### src/pors_pkg.sv
// constants, register map and field layout for the power-on reset sequencer
// assumes one clock that is the input clock and also the reference clock
// Summary of operation
// - after the input is released the internal power-on reset stays asserted 1024 more periods.
// - after internal release the system pll lock is reached after 6400 divided-reference periods.
// - the hard reset output is released 512 reference periods after the pll reports lock.
// - the soft reset output is released 515 reference periods after lock, three after hard reset.
// - all straps are captured at the release edge of power-on reset and must be stable around it.
// - whenever hard reset is asserted the soft reset is asserted as well.
// - as configuration slave with no configuration word written, a default word is applied.
// - fourteen strap levels are sampled when power-on reset ends and set mode, boot and clocks.
package pors_pkg;
  localparam int unsigned STRETCH_CYC = 1024;
  localparam int unsigned PLL_LOCK_REF_CYC = 6400;
  localparam int unsigned HARD_REL_CYC = 512;
  localparam int unsigned SOFT_REL_CYC = 515;
  localparam int unsigned CNT_W = 16;
  localparam int unsigned STRAP_W = 14;

  localparam logic [7:0] OFS_CTRL = 8'h00;
  localparam logic [7:0] OFS_STATUS = 8'h04;
  localparam logic [7:0] OFS_STRAPS = 8'h08;
  localparam logic [7:0] OFS_CFG_WORD = 8'h0C;
  localparam logic [7:0] OFS_CFG_ACTIVE = 8'h10;

  localparam int unsigned CTRL_RDF_BIT = 0;
  localparam logic CTRL_RST = 1'b0;

  localparam int unsigned STRAP_RSTCFG_SEL = 0;
  localparam int unsigned STRAP_CFG_SRC_SEL = 1;
  localparam int unsigned STRAP_SLV_SYNC = 2;
  localparam int unsigned STRAP_SLV_WIDE = 3;
  localparam int unsigned STRAP_DIE_LO = 4;
  localparam int unsigned STRAP_BOOT_LO = 8;
  localparam int unsigned STRAP_WDOG = 11;
  localparam int unsigned STRAP_CLKMODE_LO = 12;

  localparam logic [31:0] CFG_WORD_RST = 32'h0000_0000;
  localparam logic [31:0] CFG_DEFAULT = 32'h0000_0000;

  typedef enum logic [2:0] {
    ST_HELD,
    ST_STRETCH,
    ST_PLL_WAIT,
    ST_RELEASE,
    ST_RUN
  } pors_state_e;
endpackage

### src/pors_top.sv
// power-on reset sequencer with apb register access
// assumes the power-on reset and strap pins are asynchronous to CLK
//
// Decided for this implementation: the APB register port and the address map.
`timescale 1ns/100ps
module pors_top #(
  parameter int unsigned LOCK_REF_CYC = pors_pkg::PLL_LOCK_REF_CYC,
  parameter logic [31:0] DEFAULT_CFG = pors_pkg::CFG_DEFAULT
) (
  input wire logic CLK,
  input wire logic ARST_N,
  input wire logic POWER_ON_RESET_N,
  input wire logic [pors_pkg::STRAP_W-1:0] STRAPS,
  input wire logic PSEL,
  input wire logic PENABLE,
  input wire logic PWRITE,
  input wire logic [7:0] PADDR,
  input wire logic [31:0] PWDATA,
  output logic [31:0] PRDATA,
  output logic PREADY,
  output logic PSLVERR,
  output logic INT_POWER_ON_RESET_N,
  output logic SYSTEM_PLL_LOCK,
  output logic HARD_RESET_O,
  output logic HARD_RESET_OE,
  output logic SOFT_RESET_O,
  output logic SOFT_RESET_OE,
  output logic [pors_pkg::STRAP_W-1:0] STRAP_LATCHED,
  output logic [31:0] CONFIG_WORD
);
  logic [1:0] rst_sync_r;
  logic rst_n;
  logic [2:0] por_sync_r;
  logic por_filt_r;
  logic [pors_pkg::STRAP_W-1:0] strap_s1_r;
  logic [pors_pkg::STRAP_W-1:0] strap_s2_r;
  logic [pors_pkg::STRAP_W-1:0] strap_s3_r;
  logic por_release;
  logic por_assert;
  pors_pkg::pors_state_e state_r;
  logic [pors_pkg::CNT_W-1:0] cnt_r;
  logic [pors_pkg::CNT_W-1:0] lock_cyc;
  logic rdf_two_r;
  logic [31:0] cfg_word_r;
  logic cfg_written_r;
  logic apb_acc;
  logic addr_ok;
  logic [31:0] rd_nxt;

  // reset release through two flops
  always_ff @(posedge CLK or negedge ARST_N) begin
    if (!ARST_N) begin
      rst_sync_r <= 2'h0;
    end else begin
      rst_sync_r <= {rst_sync_r[0], 1'b1};
    end
  end
  assign rst_n = rst_sync_r[1];

  // pin synchronisers, change counts once stages two and three agree
  always_ff @(posedge CLK or negedge rst_n) begin
    if (!rst_n) begin
      por_sync_r <= 3'h0;
      por_filt_r <= 1'b0;
      strap_s1_r <= '0;
      strap_s2_r <= '0;
      strap_s3_r <= '0;
    end else begin
      por_sync_r <= {por_sync_r[1:0], POWER_ON_RESET_N};
      strap_s1_r <= STRAPS;
      strap_s2_r <= strap_s1_r;
      strap_s3_r <= strap_s2_r;
      if (por_sync_r[1] == por_sync_r[2]) begin
        por_filt_r <= por_sync_r[2];
      end
    end
  end
  assign por_release = !por_filt_r && por_sync_r[1] && por_sync_r[2];
  assign por_assert = !por_filt_r || (!por_sync_r[1] && !por_sync_r[2]);

  // lock wait scaled by the reference division factor
  assign lock_cyc = rdf_two_r ? pors_pkg::CNT_W'(2 * LOCK_REF_CYC)
                              : pors_pkg::CNT_W'(LOCK_REF_CYC);

  // sequencing state
  always_ff @(posedge CLK or negedge rst_n) begin
    if (!rst_n) begin
      state_r <= pors_pkg::ST_HELD;
    end else if (por_assert) begin
      if (por_release) begin
        state_r <= pors_pkg::ST_STRETCH;
      end else begin
        state_r <= pors_pkg::ST_HELD;
      end
    end else begin
      case (state_r)
        pors_pkg::ST_HELD: begin
          state_r <= pors_pkg::ST_STRETCH;
        end
        pors_pkg::ST_STRETCH: begin
          if (cnt_r == pors_pkg::CNT_W'(pors_pkg::STRETCH_CYC - 1)) begin
            state_r <= pors_pkg::ST_PLL_WAIT;
          end
        end
        pors_pkg::ST_PLL_WAIT: begin
          if (cnt_r == lock_cyc - 1'b1) begin
            state_r <= pors_pkg::ST_RELEASE;
          end
        end
        pors_pkg::ST_RELEASE: begin
          if (cnt_r == pors_pkg::CNT_W'(pors_pkg::SOFT_REL_CYC - 1)) begin
            state_r <= pors_pkg::ST_RUN;
          end
        end
        pors_pkg::ST_RUN: begin
          state_r <= pors_pkg::ST_RUN;
        end
        default: begin
          state_r <= pors_pkg::ST_HELD;
        end
      endcase
    end
  end

  // phase counter, cleared at each phase boundary except the step into ST_RUN, where it holds its last value
  always_ff @(posedge CLK or negedge rst_n) begin
    if (!rst_n) begin
      cnt_r <= '0;
    end else if (por_assert) begin
      cnt_r <= '0;
    end else begin
      case (state_r)
        pors_pkg::ST_HELD: begin
          cnt_r <= '0;
        end
        pors_pkg::ST_STRETCH: begin
          if (cnt_r == pors_pkg::CNT_W'(pors_pkg::STRETCH_CYC - 1)) begin
            cnt_r <= '0;
          end else begin
            cnt_r <= cnt_r + 1'b1;
          end
        end
        pors_pkg::ST_PLL_WAIT: begin
          if (cnt_r == lock_cyc - 1'b1) begin
            cnt_r <= '0;
          end else begin
            cnt_r <= cnt_r + 1'b1;
          end
        end
        pors_pkg::ST_RELEASE: begin
          if (cnt_r != pors_pkg::CNT_W'(pors_pkg::SOFT_REL_CYC - 1)) begin
            cnt_r <= cnt_r + 1'b1;
          end
        end
        pors_pkg::ST_RUN: begin
          cnt_r <= cnt_r;
        end
        default: begin
          cnt_r <= '0;
        end
      endcase
    end
  end

  // open-drain pin values, always low
  always_ff @(posedge CLK or negedge rst_n) begin
    if (!rst_n) begin
      HARD_RESET_O <= 1'b0;
      SOFT_RESET_O <= 1'b0;
    end else begin
      HARD_RESET_O <= 1'b0;
      SOFT_RESET_O <= 1'b0;
    end
  end

  // internal power-on reset
  always_ff @(posedge CLK or negedge rst_n) begin
    if (!rst_n) begin
      INT_POWER_ON_RESET_N <= 1'b0;
    end else if (por_assert || state_r == pors_pkg::ST_HELD) begin
      INT_POWER_ON_RESET_N <= 1'b0;
    end else if (state_r == pors_pkg::ST_STRETCH &&
                 cnt_r == pors_pkg::CNT_W'(pors_pkg::STRETCH_CYC - 1)) begin
      INT_POWER_ON_RESET_N <= 1'b1;
    end
  end

  // modelled pll lock
  always_ff @(posedge CLK or negedge rst_n) begin
    if (!rst_n) begin
      SYSTEM_PLL_LOCK <= 1'b0;
    end else if (por_assert || state_r == pors_pkg::ST_HELD) begin
      SYSTEM_PLL_LOCK <= 1'b0;
    end else if (state_r == pors_pkg::ST_PLL_WAIT && cnt_r == lock_cyc - 1'b1) begin
      SYSTEM_PLL_LOCK <= 1'b1;
    end
  end

  // hard reset drive
  always_ff @(posedge CLK or negedge rst_n) begin
    if (!rst_n) begin
      HARD_RESET_OE <= 1'b1;
    end else if (por_assert || state_r == pors_pkg::ST_HELD) begin
      HARD_RESET_OE <= 1'b1;
    end else if (state_r == pors_pkg::ST_RELEASE &&
                 cnt_r == pors_pkg::CNT_W'(pors_pkg::HARD_REL_CYC - 1)) begin
      HARD_RESET_OE <= 1'b0;
    end
  end

  // soft reset drive, never free while hard reset is driven
  always_ff @(posedge CLK or negedge rst_n) begin
    if (!rst_n) begin
      SOFT_RESET_OE <= 1'b1;
    end else if (por_assert || state_r == pors_pkg::ST_HELD) begin
      SOFT_RESET_OE <= 1'b1;
    end else if (state_r == pors_pkg::ST_RELEASE && !HARD_RESET_OE &&
                 cnt_r == pors_pkg::CNT_W'(pors_pkg::SOFT_REL_CYC - 1)) begin
      SOFT_RESET_OE <= 1'b0;
    end
  end

  // strap capture on the release edge of power-on reset
  always_ff @(posedge CLK or negedge rst_n) begin
    if (!rst_n) begin
      STRAP_LATCHED <= '0;
    end else if (por_release) begin
      STRAP_LATCHED <= strap_s3_r;
    end
  end

  // applied configuration word
  always_ff @(posedge CLK or negedge rst_n) begin
    if (!rst_n) begin
      CONFIG_WORD <= pors_pkg::CFG_WORD_RST;
    end else if (!STRAP_LATCHED[pors_pkg::STRAP_CFG_SRC_SEL] && !cfg_written_r) begin
      CONFIG_WORD <= DEFAULT_CFG;
    end else begin
      CONFIG_WORD <= cfg_word_r;
    end
  end

  // apb slave, one wait state per transfer
  assign apb_acc = PSEL && PENABLE && !PREADY;
  assign addr_ok = PADDR == pors_pkg::OFS_CTRL || PADDR == pors_pkg::OFS_STATUS ||
                   PADDR == pors_pkg::OFS_STRAPS || PADDR == pors_pkg::OFS_CFG_WORD ||
                   PADDR == pors_pkg::OFS_CFG_ACTIVE;

  always_comb begin
    rd_nxt = 32'h0000_0000;
    case (PADDR)
      pors_pkg::OFS_CTRL: rd_nxt[pors_pkg::CTRL_RDF_BIT] = rdf_two_r;
      pors_pkg::OFS_STATUS: rd_nxt = {23'h000000, cfg_written_r, SOFT_RESET_OE, HARD_RESET_OE,
                                      SYSTEM_PLL_LOCK, INT_POWER_ON_RESET_N, 1'b0, state_r};
      pors_pkg::OFS_STRAPS: rd_nxt = {18'h00000, STRAP_LATCHED};
      pors_pkg::OFS_CFG_WORD: rd_nxt = cfg_word_r;
      pors_pkg::OFS_CFG_ACTIVE: rd_nxt = CONFIG_WORD;
      default: rd_nxt = 32'h0000_0000;
    endcase
  end

  always_ff @(posedge CLK or negedge rst_n) begin
    if (!rst_n) begin
      PREADY <= 1'b0;
    end else begin
      PREADY <= apb_acc;
    end
  end

  always_ff @(posedge CLK or negedge rst_n) begin
    if (!rst_n) begin
      PSLVERR <= 1'b0;
    end else begin
      PSLVERR <= apb_acc && !addr_ok;
    end
  end

  always_ff @(posedge CLK or negedge rst_n) begin
    if (!rst_n) begin
      PRDATA <= 32'h0000_0000;
    end else begin
      PRDATA <= (apb_acc && !PWRITE) ? rd_nxt : 32'h0000_0000;
    end
  end

  // software writes take effect at the completing edge
  always_ff @(posedge CLK or negedge rst_n) begin
    if (!rst_n) begin
      rdf_two_r <= pors_pkg::CTRL_RST;
    end else if (PSEL && PENABLE && PREADY && PWRITE && PADDR == pors_pkg::OFS_CTRL) begin
      rdf_two_r <= PWDATA[pors_pkg::CTRL_RDF_BIT];
    end
  end

  always_ff @(posedge CLK or negedge rst_n) begin
    if (!rst_n) begin
      cfg_word_r <= pors_pkg::CFG_WORD_RST;
    end else if (PSEL && PENABLE && PREADY && PWRITE && PADDR == pors_pkg::OFS_CFG_WORD) begin
      cfg_word_r <= PWDATA;
    end
  end

  // write wins over the clear by power-on reset
  always_ff @(posedge CLK or negedge rst_n) begin
    if (!rst_n) begin
      cfg_written_r <= 1'b0;
    end else if (PSEL && PENABLE && PREADY && PWRITE && PADDR == pors_pkg::OFS_CFG_WORD) begin
      cfg_written_r <= 1'b1;
    end else if (por_assert) begin
      cfg_written_r <= 1'b0;
    end
  end
endmodule

### config.mk
export PLATFORM = sky130hd
export DESIGN_NAME = pors_top
export DESIGN_NICKNAME = d
export VERILOG_FILES = /design/src/pors_pkg.sv /design/src/pors_top.sv
export SDC_FILE = /design/constraint.sdc
export NUM_CORES = 1
export LEC_CHECK = 0
export BUFFER_PORTS_ARGS = -buffer_cell sky130_fd_sc_hd__buf_2
export CAP_MARGIN = 30
export CORE_MARGIN = 2
export CORE_UTILIZATION = 55
export CTS_BUF_LIST = sky130_fd_sc_hd__clkbuf_4 sky130_fd_sc_hd__clkbuf_8 sky130_fd_sc_hd__clkbuf_16
export CTS_CLUSTER_SIZE = 10
export DETAILED_ROUTE_END_ITERATION = 10
export MAX_ROUTING_LAYER = met4
export PLACE_DENSITY = 0.87
export SLEW_MARGIN = 20
export SYNTH_ARGS = -nofsm -noshare
export SYNTH_HDL_FRONTEND = slang
export SYNTH_SLANG_ARGS = --single-unit
### constraint.sdc
create_clock -name CLK -period 9.15 [get_ports CLK]
set_input_delay 2.745 -clock CLK [delete_from_list [all_inputs] [get_ports CLK]]
set_output_delay 2.745 -clock CLK [all_outputs]
set_load 0.01 [all_outputs]
### Yosys cells after proc, flatten, opt, wreduce, memory -nomap -nowiden

Cells that the tools add are included.

* add/subtract/negate cells: 2
* equal/unequal tests: 19
* mux-type cells: 26
* reductions and logical operators: 41

Operators by type and width (number)
* $pmux 31 s4: 1
* $mux 16: 4
* $mux 32: 2
* $pmux 16 s4: 1
* $eq 16x10->1 const B: 2
* $logic_and 1x1->1: 17
* $add 16x1->16 const B: 1
* $eq 16x16->1: 1
* $eq 16x9->1 const B: 1
* $eq 8x4->1 const B: 2
* $ne 16x10->1 const B: 1
* $pmux 3 s5: 1
* $sub 14x1->15 const B: 1
* $mux 14: 1
* $mux 3: 4
* $ne 3x3->1 const B: 4
* $mux 1: 11
* $reduce_bool 2->1: 5
* $logic_not 1->1: 9
* $eq 8x3->1 const B: 1
* $eq 8x5->1 const B: 1
* $logic_not 8->1: 1
* $eq 3x2->1 const B: 2
* $logic_or 1x1->1: 6
* 8 further kinds: 8

* register bits after elaboration: 185
* input bits: 60
* output and inout port bits: 86

### Depth between registers and ports, before layout

Gate-level depths: netlist (run 1).

* depth in word-level cells: 7
* mapped depth: 9

### Worst setup path after synthesis (run 1)

Ideal clock, no wire load.

* path type: input to register
* from: input port PADDR[3]
* to: register cfg_word_r[22]
* arrival: 4242 ps
* slack: 4783 ps
* stages on the path: 7
* path through: clkbuf_1 -> nor2b_1 -> buf_2 -> nand2_1 -> nor3_2 -> buf_2 -> mux2_2

* longest elaborated chain between the ends: 2

Ends and longest elaborated chain
* from (decl): RTL line pors_top.sv:17 `input wire logic [7:0] PADDR,`
* $eq 8x4->1: RTL line pors_top.sv:298 `end else if (PSEL && PENABLE && PREADY && PWRITE && PADDR == pors_pkg::OFS_CFG_WORD) begin`
* $logic_and 1x1->1: RTL line pors_top.sv:298
* to (signal assigned): RTL line pors_top.sv:297 `cfg_word_r <= pors_pkg::CFG_WORD_RST;`
* to (decl): RTL line pors_top.sv:44 `logic [31:0] cfg_word_r;`

No other way between the ends.
A chain may end at the register's enable or synchronous reset.

### Worst setup path in the final report (run 1)

* from: input port PADDR[3]
* to: register cfg_word_r[16]

The elaborated chain is that of the path after synthesis.

==> results.sh, run 1 <==
export IMPL_fin_setup_tns_ps=0
export IMPL_final_cell_count_without_fillers=867
export IMPL_row_count=41
export IMPL_areaGrowthSynthToFinish_pct=21.43
export IMPL_yosys_warnings=0
export IMPL_cts_tree="done"
export IMPL_dp_worst_setup_slack_ps=4026
export IMPL_drc_errors=0
export IMPL_drive_gt1_frac=0.3501
export IMPL_die_width_um=117.2
export IMPL_cp_arrival_ps=5070
export IMPL_timing_critical_path_from="PADDR[3]"
export IMPL_fmaxAchievable_mhz=210.0
export IMPL_clock_sinks=185
export IMPL_hold_violations=0
export IMPL_clock_skew_final_ps=8.641
export IMPL_ys_seq_area_frac=0.6574
export IMPL_path_class="in2reg"
export IMPL_iter_0_drt_violations=403
export IMPL_number_of_buffers_added_by_the_clock_tree_synthesis_step=17
export IMPL_ys_ff_latch=185
export IMPL_cts_post_setup_buffers_inserted=0
export IMPL_dominantRegCellSynth="sky130_fd_sc_hd__dfrtp_1"
export IMPL_power_density_mw_per_mm2=204.4
export IMPL_die_area_mm2=0.01373
export IMPL_unrepaired_setup_endpoints_after_global_routing="false"
export IMPL_worst_r2r_cell_count=7
export IMPL_detail_route_wirelength_um=15990
export IMPL_die_h_um=117.2
export IMPL_critPathMaxFanout=20
export IMPL_r2r_end="cnt_r[11]"
export IMPL_drt_pre_antenna_iters=8
export IMPL_final_max_slew_viol_count=0
export IMPL_insertion_delay_ps=430
export IMPL_synth_top_cell_area_share=0.6500
export IMPL_final_nets=744
export IMPL_timing_critical_path_from_type="input pin"
export IMPL_post_route_worst_setup_slack_ps=4388
export IMPL_synth_edf_count=0
export IMPL_antenna_found_initial=0
export IMPL_ffs_w_async_s_r_synth=1.000
export IMPL_end_kind="register"
export IMPL_cts_htree_levels=4
export IMPL_r2r_slack_ps=6530
export IMPL_design_core_area_mm2=0.01257
export IMPL_vdd_drop_max_uv=171.0
export IMPL_cts_repair_resized=0
export IMPL_wire_per_inst_um=18.45
export IMPL_dpl_hpwl_um=10930
export IMPL_root_buffer="sky130_fd_sc_hd__clkbuf_16"
export IMPL_vias_per_cell=5.651
export IMPL_post_synth_instance_area_mm2=0.007046
export IMPL_total_overflow_reported_by_the_global_router=0
export IMPL_report_final_setup_viol=0
export IMPL_post_cts_hold_buffer_count=0
export IMPL_remaining_max_slew_budget_at_the_tightest_pin=0.3900
export IMPL_route_antenna_remaining_nets=0
export IMPL_grt_max_degree=52
export IMPL_period_minus_slack_ps=4762
export IMPL_power_leakage_nw=4.234
export IMPL_io_pin_count=146
export IMPL_grt_use_total=0.2504
export IMPL_total_of_fill_cells_in_the_finished_design=834
export IMPL_holdWs_ps=321.3
export IMPL_synth_cell_types=59
export IMPL_dp_cells=833
export IMPL_number_of_global_route_vias_before_repair=4941
export IMPL_synth_top_cell_by_area="sky130_fd_sc_hd__dfrtp_1"
export IMPL_tightest_slew_ps=913.1
export IMPL_syn_instance_count=541
export IMPL_req_time_crit_path_ps=9460
export IMPL_max_cap_violations=0
export IMPL_netlist_top_cells_area="sky130_fd_sc_hd__dfrtp_1 65%, sky130_fd_sc_hd__mux2_2 6.6%, sky130_fd_sc_hd__nor2b_1 3.6%, sky130_fd_sc_hd__nor2_1 2.8%, sky130_fd_sc_hd__a22oi_1 2.6%"
export IMPL_hp_class="reg2async"
export IMPL_vias=4899
export IMPL_port_buffers=143
export IMPL_placed_standard_cell_area_mm2=0.007925
export IMPL_layout_cell_area_non_filler_mm2=0.008556
export IMPL_clk_path_buf_depth=2
export IMPL_run_status="finished, final reports clean"
export IMPL_min_period_over_period=0.5204
export IMPL_initial_core_util=0.5606
export IMPL_rr_startpoint="cnt_r[0]"
export IMPL_grt_pass1_wl_um=24680
export IMPL_clock_pin_slew_of_the_registers_on_the_worst_case_setup_and_hold_paths_ps=70
export IMPL_synth_avg_cell_area_um2=13.02
export IMPL_gp_congestion=0.8840
## kinds of logic after synthesis
group / after synthesis / share of synthesized area
DFF: 185 / 0.6574
and+or+nand+nor: 170 / 0.1339
AOI/OAI and AO/OA: 91 / 0.09590
muxes: 50 / 0.07938
buffers and inverters: 39 / 0.02575
adders and majority gates: 3 / 0.005328
other: 2 / 0.001066
xor gates and xnor gates: 1 / 0.001243
## cell type report
| type | count | area, µm² | area share |
|---|---|---|---|
| Tap cell | 172 | 215.2 | 0.02515 |
| Clock inverter | 12 | 150.1 | 0.01755 |
| Timing Repair Buffer | 151 | 799.5 | 0.09345 |
| Antenna cell | 1 | 2.502 | 0.0002925 |
| Clock buffer | 20 | 466.7 | 0.05455 |
| Sequential cell | 185 | 4636 | 0.5418 |
| Multi-Input combinational cell | 318 | 2256 | 0.2637 |
| Inverter | 8 | 30.03 | 0.003510 |
## metal layers
metal | global-route usage | share of wire
met5 | - | 0
met4 | 0.1365 | 0.033
met3 | 0.07364 | 0.066
met2 | 0.3713 | 0.50
met1 | 0.3122 | 0.40
## registers in the layout (all words and copies together) (netlist names), 2 cells and up
signal,cells
CONFIG_WORD,32
PRDATA,32
cfg_word_r,32
cnt_r,16
STRAP_LATCHED,14
strap_s1_r,14
strap_s2_r,14
strap_s3_r,14
por_sync_r,3
state_r,3
rst_sync_r,2
## layout by cell type (no fill, tap or decap), types with 3 or more instances in the layout
| cell | synthesis | final |
|---|---|---|
| sky130_fd_sc_hd__buf_4 | 2 | 6 |
| sky130_fd_sc_hd__nor2_1 | 53 | 51 |
| sky130_fd_sc_hd__o21ai_0 | 15 | 15 |
| sky130_fd_sc_hd__inv_1 | 7 | 7 |
| sky130_fd_sc_hd__clkbuf_16 | 0 | 17 |
| sky130_fd_sc_hd__a21oi_1 | 12 | 12 |
| sky130_fd_sc_hd__a222oi_1 | 7 | 7 |
| sky130_fd_sc_hd__o31ai_1 | 3 | 3 |
| sky130_fd_sc_hd__a31oi_1 | 3 | 3 |
| sky130_fd_sc_hd__mux2_1 | 6 | 6 |
| sky130_fd_sc_hd__mux2i_1 | 3 | 3 |
| sky130_fd_sc_hd__a22oi_1 | 24 | 24 |
| sky130_fd_sc_hd__nand2_1 | 22 | 22 |
| sky130_fd_sc_hd__o2bb2ai_1 | 3 | 3 |
| sky130_fd_sc_hd__nand4_1 | 4 | 4 |
| sky130_fd_sc_hd__conb_1 | 2 | 3 |
| sky130_fd_sc_hd__inv_6 | 0 | 6 |
| sky130_fd_sc_hd__nor2b_1 | 40 | 40 |
| sky130_fd_sc_hd__nand3_1 | 9 | 9 |
| sky130_fd_sc_hd__a22o_1 | 12 | 12 |
| sky130_fd_sc_hd__or3_1 | 5 | 5 |
| sky130_fd_sc_hd__nand2b_1 | 4 | 4 |
| sky130_fd_sc_hd__nor3b_1 | 3 | 3 |
| sky130_fd_sc_hd__clkbuf_8 | 0 | 3 |
| sky130_fd_sc_hd__and3_1 | 3 | 3 |
| sky130_fd_sc_hd__mux2_2 | 41 | 41 |
| sky130_fd_sc_hd__dfrtp_1 | 183 | 182 |
| sky130_fd_sc_hd__a21o_1 | 3 | 3 |
| sky130_fd_sc_hd__nor3_1 | 6 | 6 |
| sky130_fd_sc_hd__buf_2 | 10 | 143 |
| sky130_fd_sc_hd__ha_1 | 3 | 3 |
## power breakdown
group / total [W] / internal [W] / leakage (nW) / switching, W
Combinational: 0.000118 / 0.0000464 / 1.50 / 0.0000712
Clock: 0.000757 / 0.000433 / 0.299 / 0.000324
Sequential: 0.000874 / 0.000847 / 2.43 / 0.0000267
Total: 0.00175 / 0.00133 / 4.23 / 0.000422
## worst max-delay path, stage by stage
cell	delay, ps
sky130_fd_sc_hd__buf_2	170
sky130_fd_sc_hd__nor2b_1	480
sky130_fd_sc_hd__nand2_1	220
sky130_fd_sc_hd__nor3_4	640
sky130_fd_sc_hd__buf_4	430
sky130_fd_sc_hd__mux2_2	380
## Yosys cell counts (2+ instances only)
| master | n |
|---|---|
| sky130_fd_sc_hd__a22oi_1 | 24 |
| sky130_fd_sc_hd__nor2b_1 | 40 |
| sky130_fd_sc_hd__and2_1 | 2 |
| sky130_fd_sc_hd__o2bb2ai_1 | 3 |
| sky130_fd_sc_hd__buf_6 | 2 |
| sky130_fd_sc_hd__inv_1 | 7 |
| sky130_fd_sc_hd__ha_1 | 3 |
| sky130_fd_sc_hd__nand2b_1 | 4 |
| sky130_fd_sc_hd__buf_4 | 2 |
| sky130_fd_sc_hd__dfstp_2 | 2 |
| sky130_fd_sc_hd__nor2_1 | 53 |
| sky130_fd_sc_hd__o21ai_0 | 15 |
| sky130_fd_sc_hd__nand3_1 | 9 |
| sky130_fd_sc_hd__conb_1 | 2 |
| sky130_fd_sc_hd__a222oi_1 | 7 |
| sky130_fd_sc_hd__o31ai_1 | 3 |
| sky130_fd_sc_hd__mux2i_1 | 3 |
| sky130_fd_sc_hd__dfrtp_1 | 183 |
| sky130_fd_sc_hd__a22o_1 | 12 |
| sky130_fd_sc_hd__nor3_2 | 3 |
| sky130_fd_sc_hd__buf_1 | 3 |
| sky130_fd_sc_hd__nand2_1 | 22 |
| sky130_fd_sc_hd__buf_2 | 10 |
| sky130_fd_sc_hd__nand3b_1 | 2 |
| sky130_fd_sc_hd__clkbuf_1 | 14 |
| sky130_fd_sc_hd__a21oi_1 | 12 |
| sky130_fd_sc_hd__a31oi_1 | 3 |
| sky130_fd_sc_hd__and3_1 | 3 |
| sky130_fd_sc_hd__nor3b_1 | 3 |
| sky130_fd_sc_hd__nand4_1 | 4 |
| sky130_fd_sc_hd__mux2_2 | 41 |
| sky130_fd_sc_hd__a21o_1 | 3 |
| sky130_fd_sc_hd__or3_1 | 5 |
| sky130_fd_sc_hd__mux2_1 | 6 |
| sky130_fd_sc_hd__o21ai_1 | 2 |
| sky130_fd_sc_hd__nor3_1 | 6 |
## metrics by stage
| stage | total power [W] | util |
|---|---|---|
| 6_report | 0.001749 | 0.6807 |
| 5_1_grt | 0.001807 | 0.6805 |
| 4_1_cts | 0.001758 | 0.6796 |
| 3_5_place_dp | 0.001006 | 0.6306 |
| 3_3_place_gp | 0.0009975 | 0.6284 |
| 2_1_floorplan | 0.0009484 | - |
## how the worst max path moves through the flow
stage | depth (start not counted) | endpoint
3_3_place_gp | 6 | cfg_word_r[22]
4_1_cts | 6 | cfg_word_r[16]
2_1_floorplan | 0 | CONFIG_WORD[0]
6_report | 6 | cfg_word_r[16]
5_1_grt | 6 | cfg_word_r[23]
3_5_place_dp | 6 | cfg_word_r[16]
Note: power is estimated with default switching activity, not from simulation.
==> run 2: changes to the inputs <==
- CORE_UTILIZATION: 55 -> 54
- PLACE_DENSITY: 0.87 -> 0.86
- clock period: 9.15 -> 4.4 ns (I/O delays scaled with it)
==> run 2 against run 1 <==
Net effect: count of clock-buffer cells in the layout up 1; clock power up 99%; sequential power up 110%; final cell count down 0.12%; non-clock buffer count unchanged; first-iteration DRC count up 25%; clock skew down 3.7 ps; cell area down 0.28%; sequential share of layout area up 0.15 points; critical endpoint is now cfg_word_r[4]; largest power group unchanged; highest routed layer unchanged.
==> results.sh, run 2 (synthesis gave the netlist of run 1 again) <==
export IMPL_clock_pin_slew_of_the_registers_on_the_worst_case_setup_and_hold_paths_ps=60
export IMPL_design_core_area_mm2=0.01267
export IMPL_fmaxAchievable_mhz=322.6
export IMPL_timing_critical_path_from="PADDR[3]"
export IMPL_gp_congestion=0.8911
export IMPL_iter_0_drt_violations=504
export IMPL_req_time_crit_path_ps=4710
export IMPL_hold_violations=0
export IMPL_die_h_um=118.2
export IMPL_cts_tree="done"
export IMPL_insertion_delay_ps=430
export IMPL_cts_htree_levels=4
export IMPL_grt_max_degree=104
export IMPL_final_nets=744
export IMPL_cts_repair_resized=0
export IMPL_critical_path_top_delay_family="simple AND/OR/NAND/NOR gates"
export IMPL_total_of_fill_cells_in_the_finished_design=887
export IMPL_path_class="in2reg"
export IMPL_timing_critical_path_to="cfg_word_r[4]"
export IMPL_worst_path_largest_cell_delay_ps=500
export IMPL_worst_r2r_cell_count=7
export IMPL_placed_standard_cell_area_mm2=0.007930
export IMPL_final_core_utilization=0.6733
export IMPL_r2r_end="cnt_r[11]"
export IMPL_clk_path_buf_depth=2
export IMPL_rr_startpoint="cnt_r[0]"
export IMPL_route_antenna_remaining_nets=0
export IMPL_crit_path_top_delay_cell="sky130_fd_sc_hd__nor2b_1"
export IMPL_layout_cell_area_non_filler_mm2=0.008532
export IMPL_initial_core_util=0.5560
export IMPL_clock_skew_final_ps=4.929
export IMPL_layout_top_registers="CONFIG_WORD: 32 flops, PRDATA: 32 flops, cfg_word_r: 32 flops"
export IMPL_antenna_found_initial=1
export IMPL_dp_cells=833
export IMPL_end_kind="register"
export IMPL_unrepaired_setup_endpoints_after_global_routing="false"
export IMPL_areaGrowthSynthToFinish_pct=21.10
export IMPL_dpl_hpwl_um=11280
export IMPL_period_minus_slack_ps=3100
export IMPL_max_cap_violations=0
export IMPL_tightest_slew_ps=686.8
export IMPL_cp_arrival_ps=3410
export IMPL_final_cell_count_without_fillers=866
export IMPL_clock_sinks=185
export IMPL_io_pin_count=146
export IMPL_final_max_slew_viol_count=0
export IMPL_die_area_mm2=0.01398
export IMPL_report_final_setup_viol=0
export IMPL_crit_buf_inv=2
export IMPL_crit_cells=6
export IMPL_holdWs_ps=315.6
export IMPL_drt_pre_antenna_iters=8
export IMPL_post_cts_hold_buffer_count=0
export IMPL_vias=4945
export IMPL_drc_errors=0
export IMPL_run_status="finished, final reports clean"
export IMPL_port_buffers=143
export IMPL_remaining_max_slew_budget_at_the_tightest_pin=0.5421
export IMPL_wire_per_inst_um=18.53
export IMPL_vdd_drop_max_uv=312.0
export IMPL_cts_post_setup_buffers_inserted=0
export IMPL_root_buffer="sky130_fd_sc_hd__clkbuf_16"
export IMPL_critPathMaxFanout=28
export IMPL_number_of_buffers_added_by_the_clock_tree_synthesis_step=17
export IMPL_timing_critical_path_from_type="input pin"
export IMPL_final_common_cell="sky130_fd_sc_hd__dfrtp_1"
export IMPL_power_leakage_nw=4.235
export IMPL_power_density_mw_per_mm2=418.7
export IMPL_row_count=41
export IMPL_grt_pass1_wl_um=26080
export IMPL_fin_setup_tns_ps=0
export IMPL_vias_per_cell=5.710
export IMPL_grt_use_total=0.2477
export IMPL_most_frequent_cells_in_the_layout="182 x sky130_fd_sc_hd__dfrtp_1, 143 x sky130_fd_sc_hd__buf_2, 51 x sky130_fd_sc_hd__nor2_1"
export IMPL_hp_class="reg2async"
export IMPL_min_period_over_period=0.7045
export IMPL_critical_path_cell_chain="buf_2 > nor2b_1 > nand2_1 > nor3_4 > buf_4 > mux2_2"
export IMPL_r2r_slack_ps=1730
export IMPL_drive_gt1_frac=0.3492
export IMPL_total_overflow_reported_by_the_global_router=0
export IMPL_die_width_um=118.2
export IMPL_number_of_global_route_vias_before_repair=5091
export IMPL_detail_route_wirelength_um=16050
## run 2: cell types whose count changed in the layout (fill, tap and decap cells not counted), sizes merged
cell,previous run,this run
clkbuf,20,21
inv,16,10
clkinv,0,6
clkinvlp,2,0
## run 2: cell type report
type | instances | area [µm²] | area share
clock buffers | 21 | 474.2 | 0.05558
diodes | 1 | 2.502 | 0.0002933
clock inverters | 10 | 117.6 | 0.01379
flip-flops and latches | 185 | 4636 | 0.5433
repair buffers | 151 | 800.8 | 0.09386
inverters | 8 | 30.03 | 0.003520
multi-input cells | 318 | 2256 | 0.2644
well taps | 172 | 215.2 | 0.02522
## run 2: routing by layer
layer,wire length (µm),vias to the layer above,global-route usage
li1,-,2181,-
met1,6467,2503,0.3049
met2,8054,210,0.3829
met3,963,51,0.06564
met4,561,0,0.1197
met5,0,-,-
## run 2: where the power goes
part           total (W)  internal, W  switching (W)
Combinational   0.000244    0.0000966       0.000147
Sequential       0.00182      0.00176      0.0000584
Clock            0.00151     0.000888       0.000620
## run 2: worst min-delay path by stage
stage	startpoint	to	cells past startpoint
6_report	rst_sync_r[1]	PRDATA[5]	0
5_1_grt	strap_s2_r[12]	strap_s3_r[12]	0
4_1_cts	rst_sync_r[1]	STRAP_LATCHED[7]	0
3_5_place_dp	strap_s2_r[11]	strap_s3_r[11]	0
3_3_place_gp	strap_s1_r[0]	strap_s2_r[0]	0
2_1_floorplan	rst_sync_r[0]	rst_sync_r[1]	0
## run 2: worst reg2reg max path: cells and delay by family, from the launching register on
family / cells / cell delay [ps]
AND/OR/NAND/NOR: 4 / 1000
AO/OA/AOI/OAI: 2 / 950
flip-flops: 1 / 410
adder cells (fa/ha/maj): 1 / 220
## run 2: through the flow
stage               total power, W  worst slack [ps]
CTS                       0.003599              1302
global route              0.003701              1161
global placement          0.002077              1003
finish                    0.003573              1300
floorplan                 0.001972              1349
detailed placement        0.002095             847.4
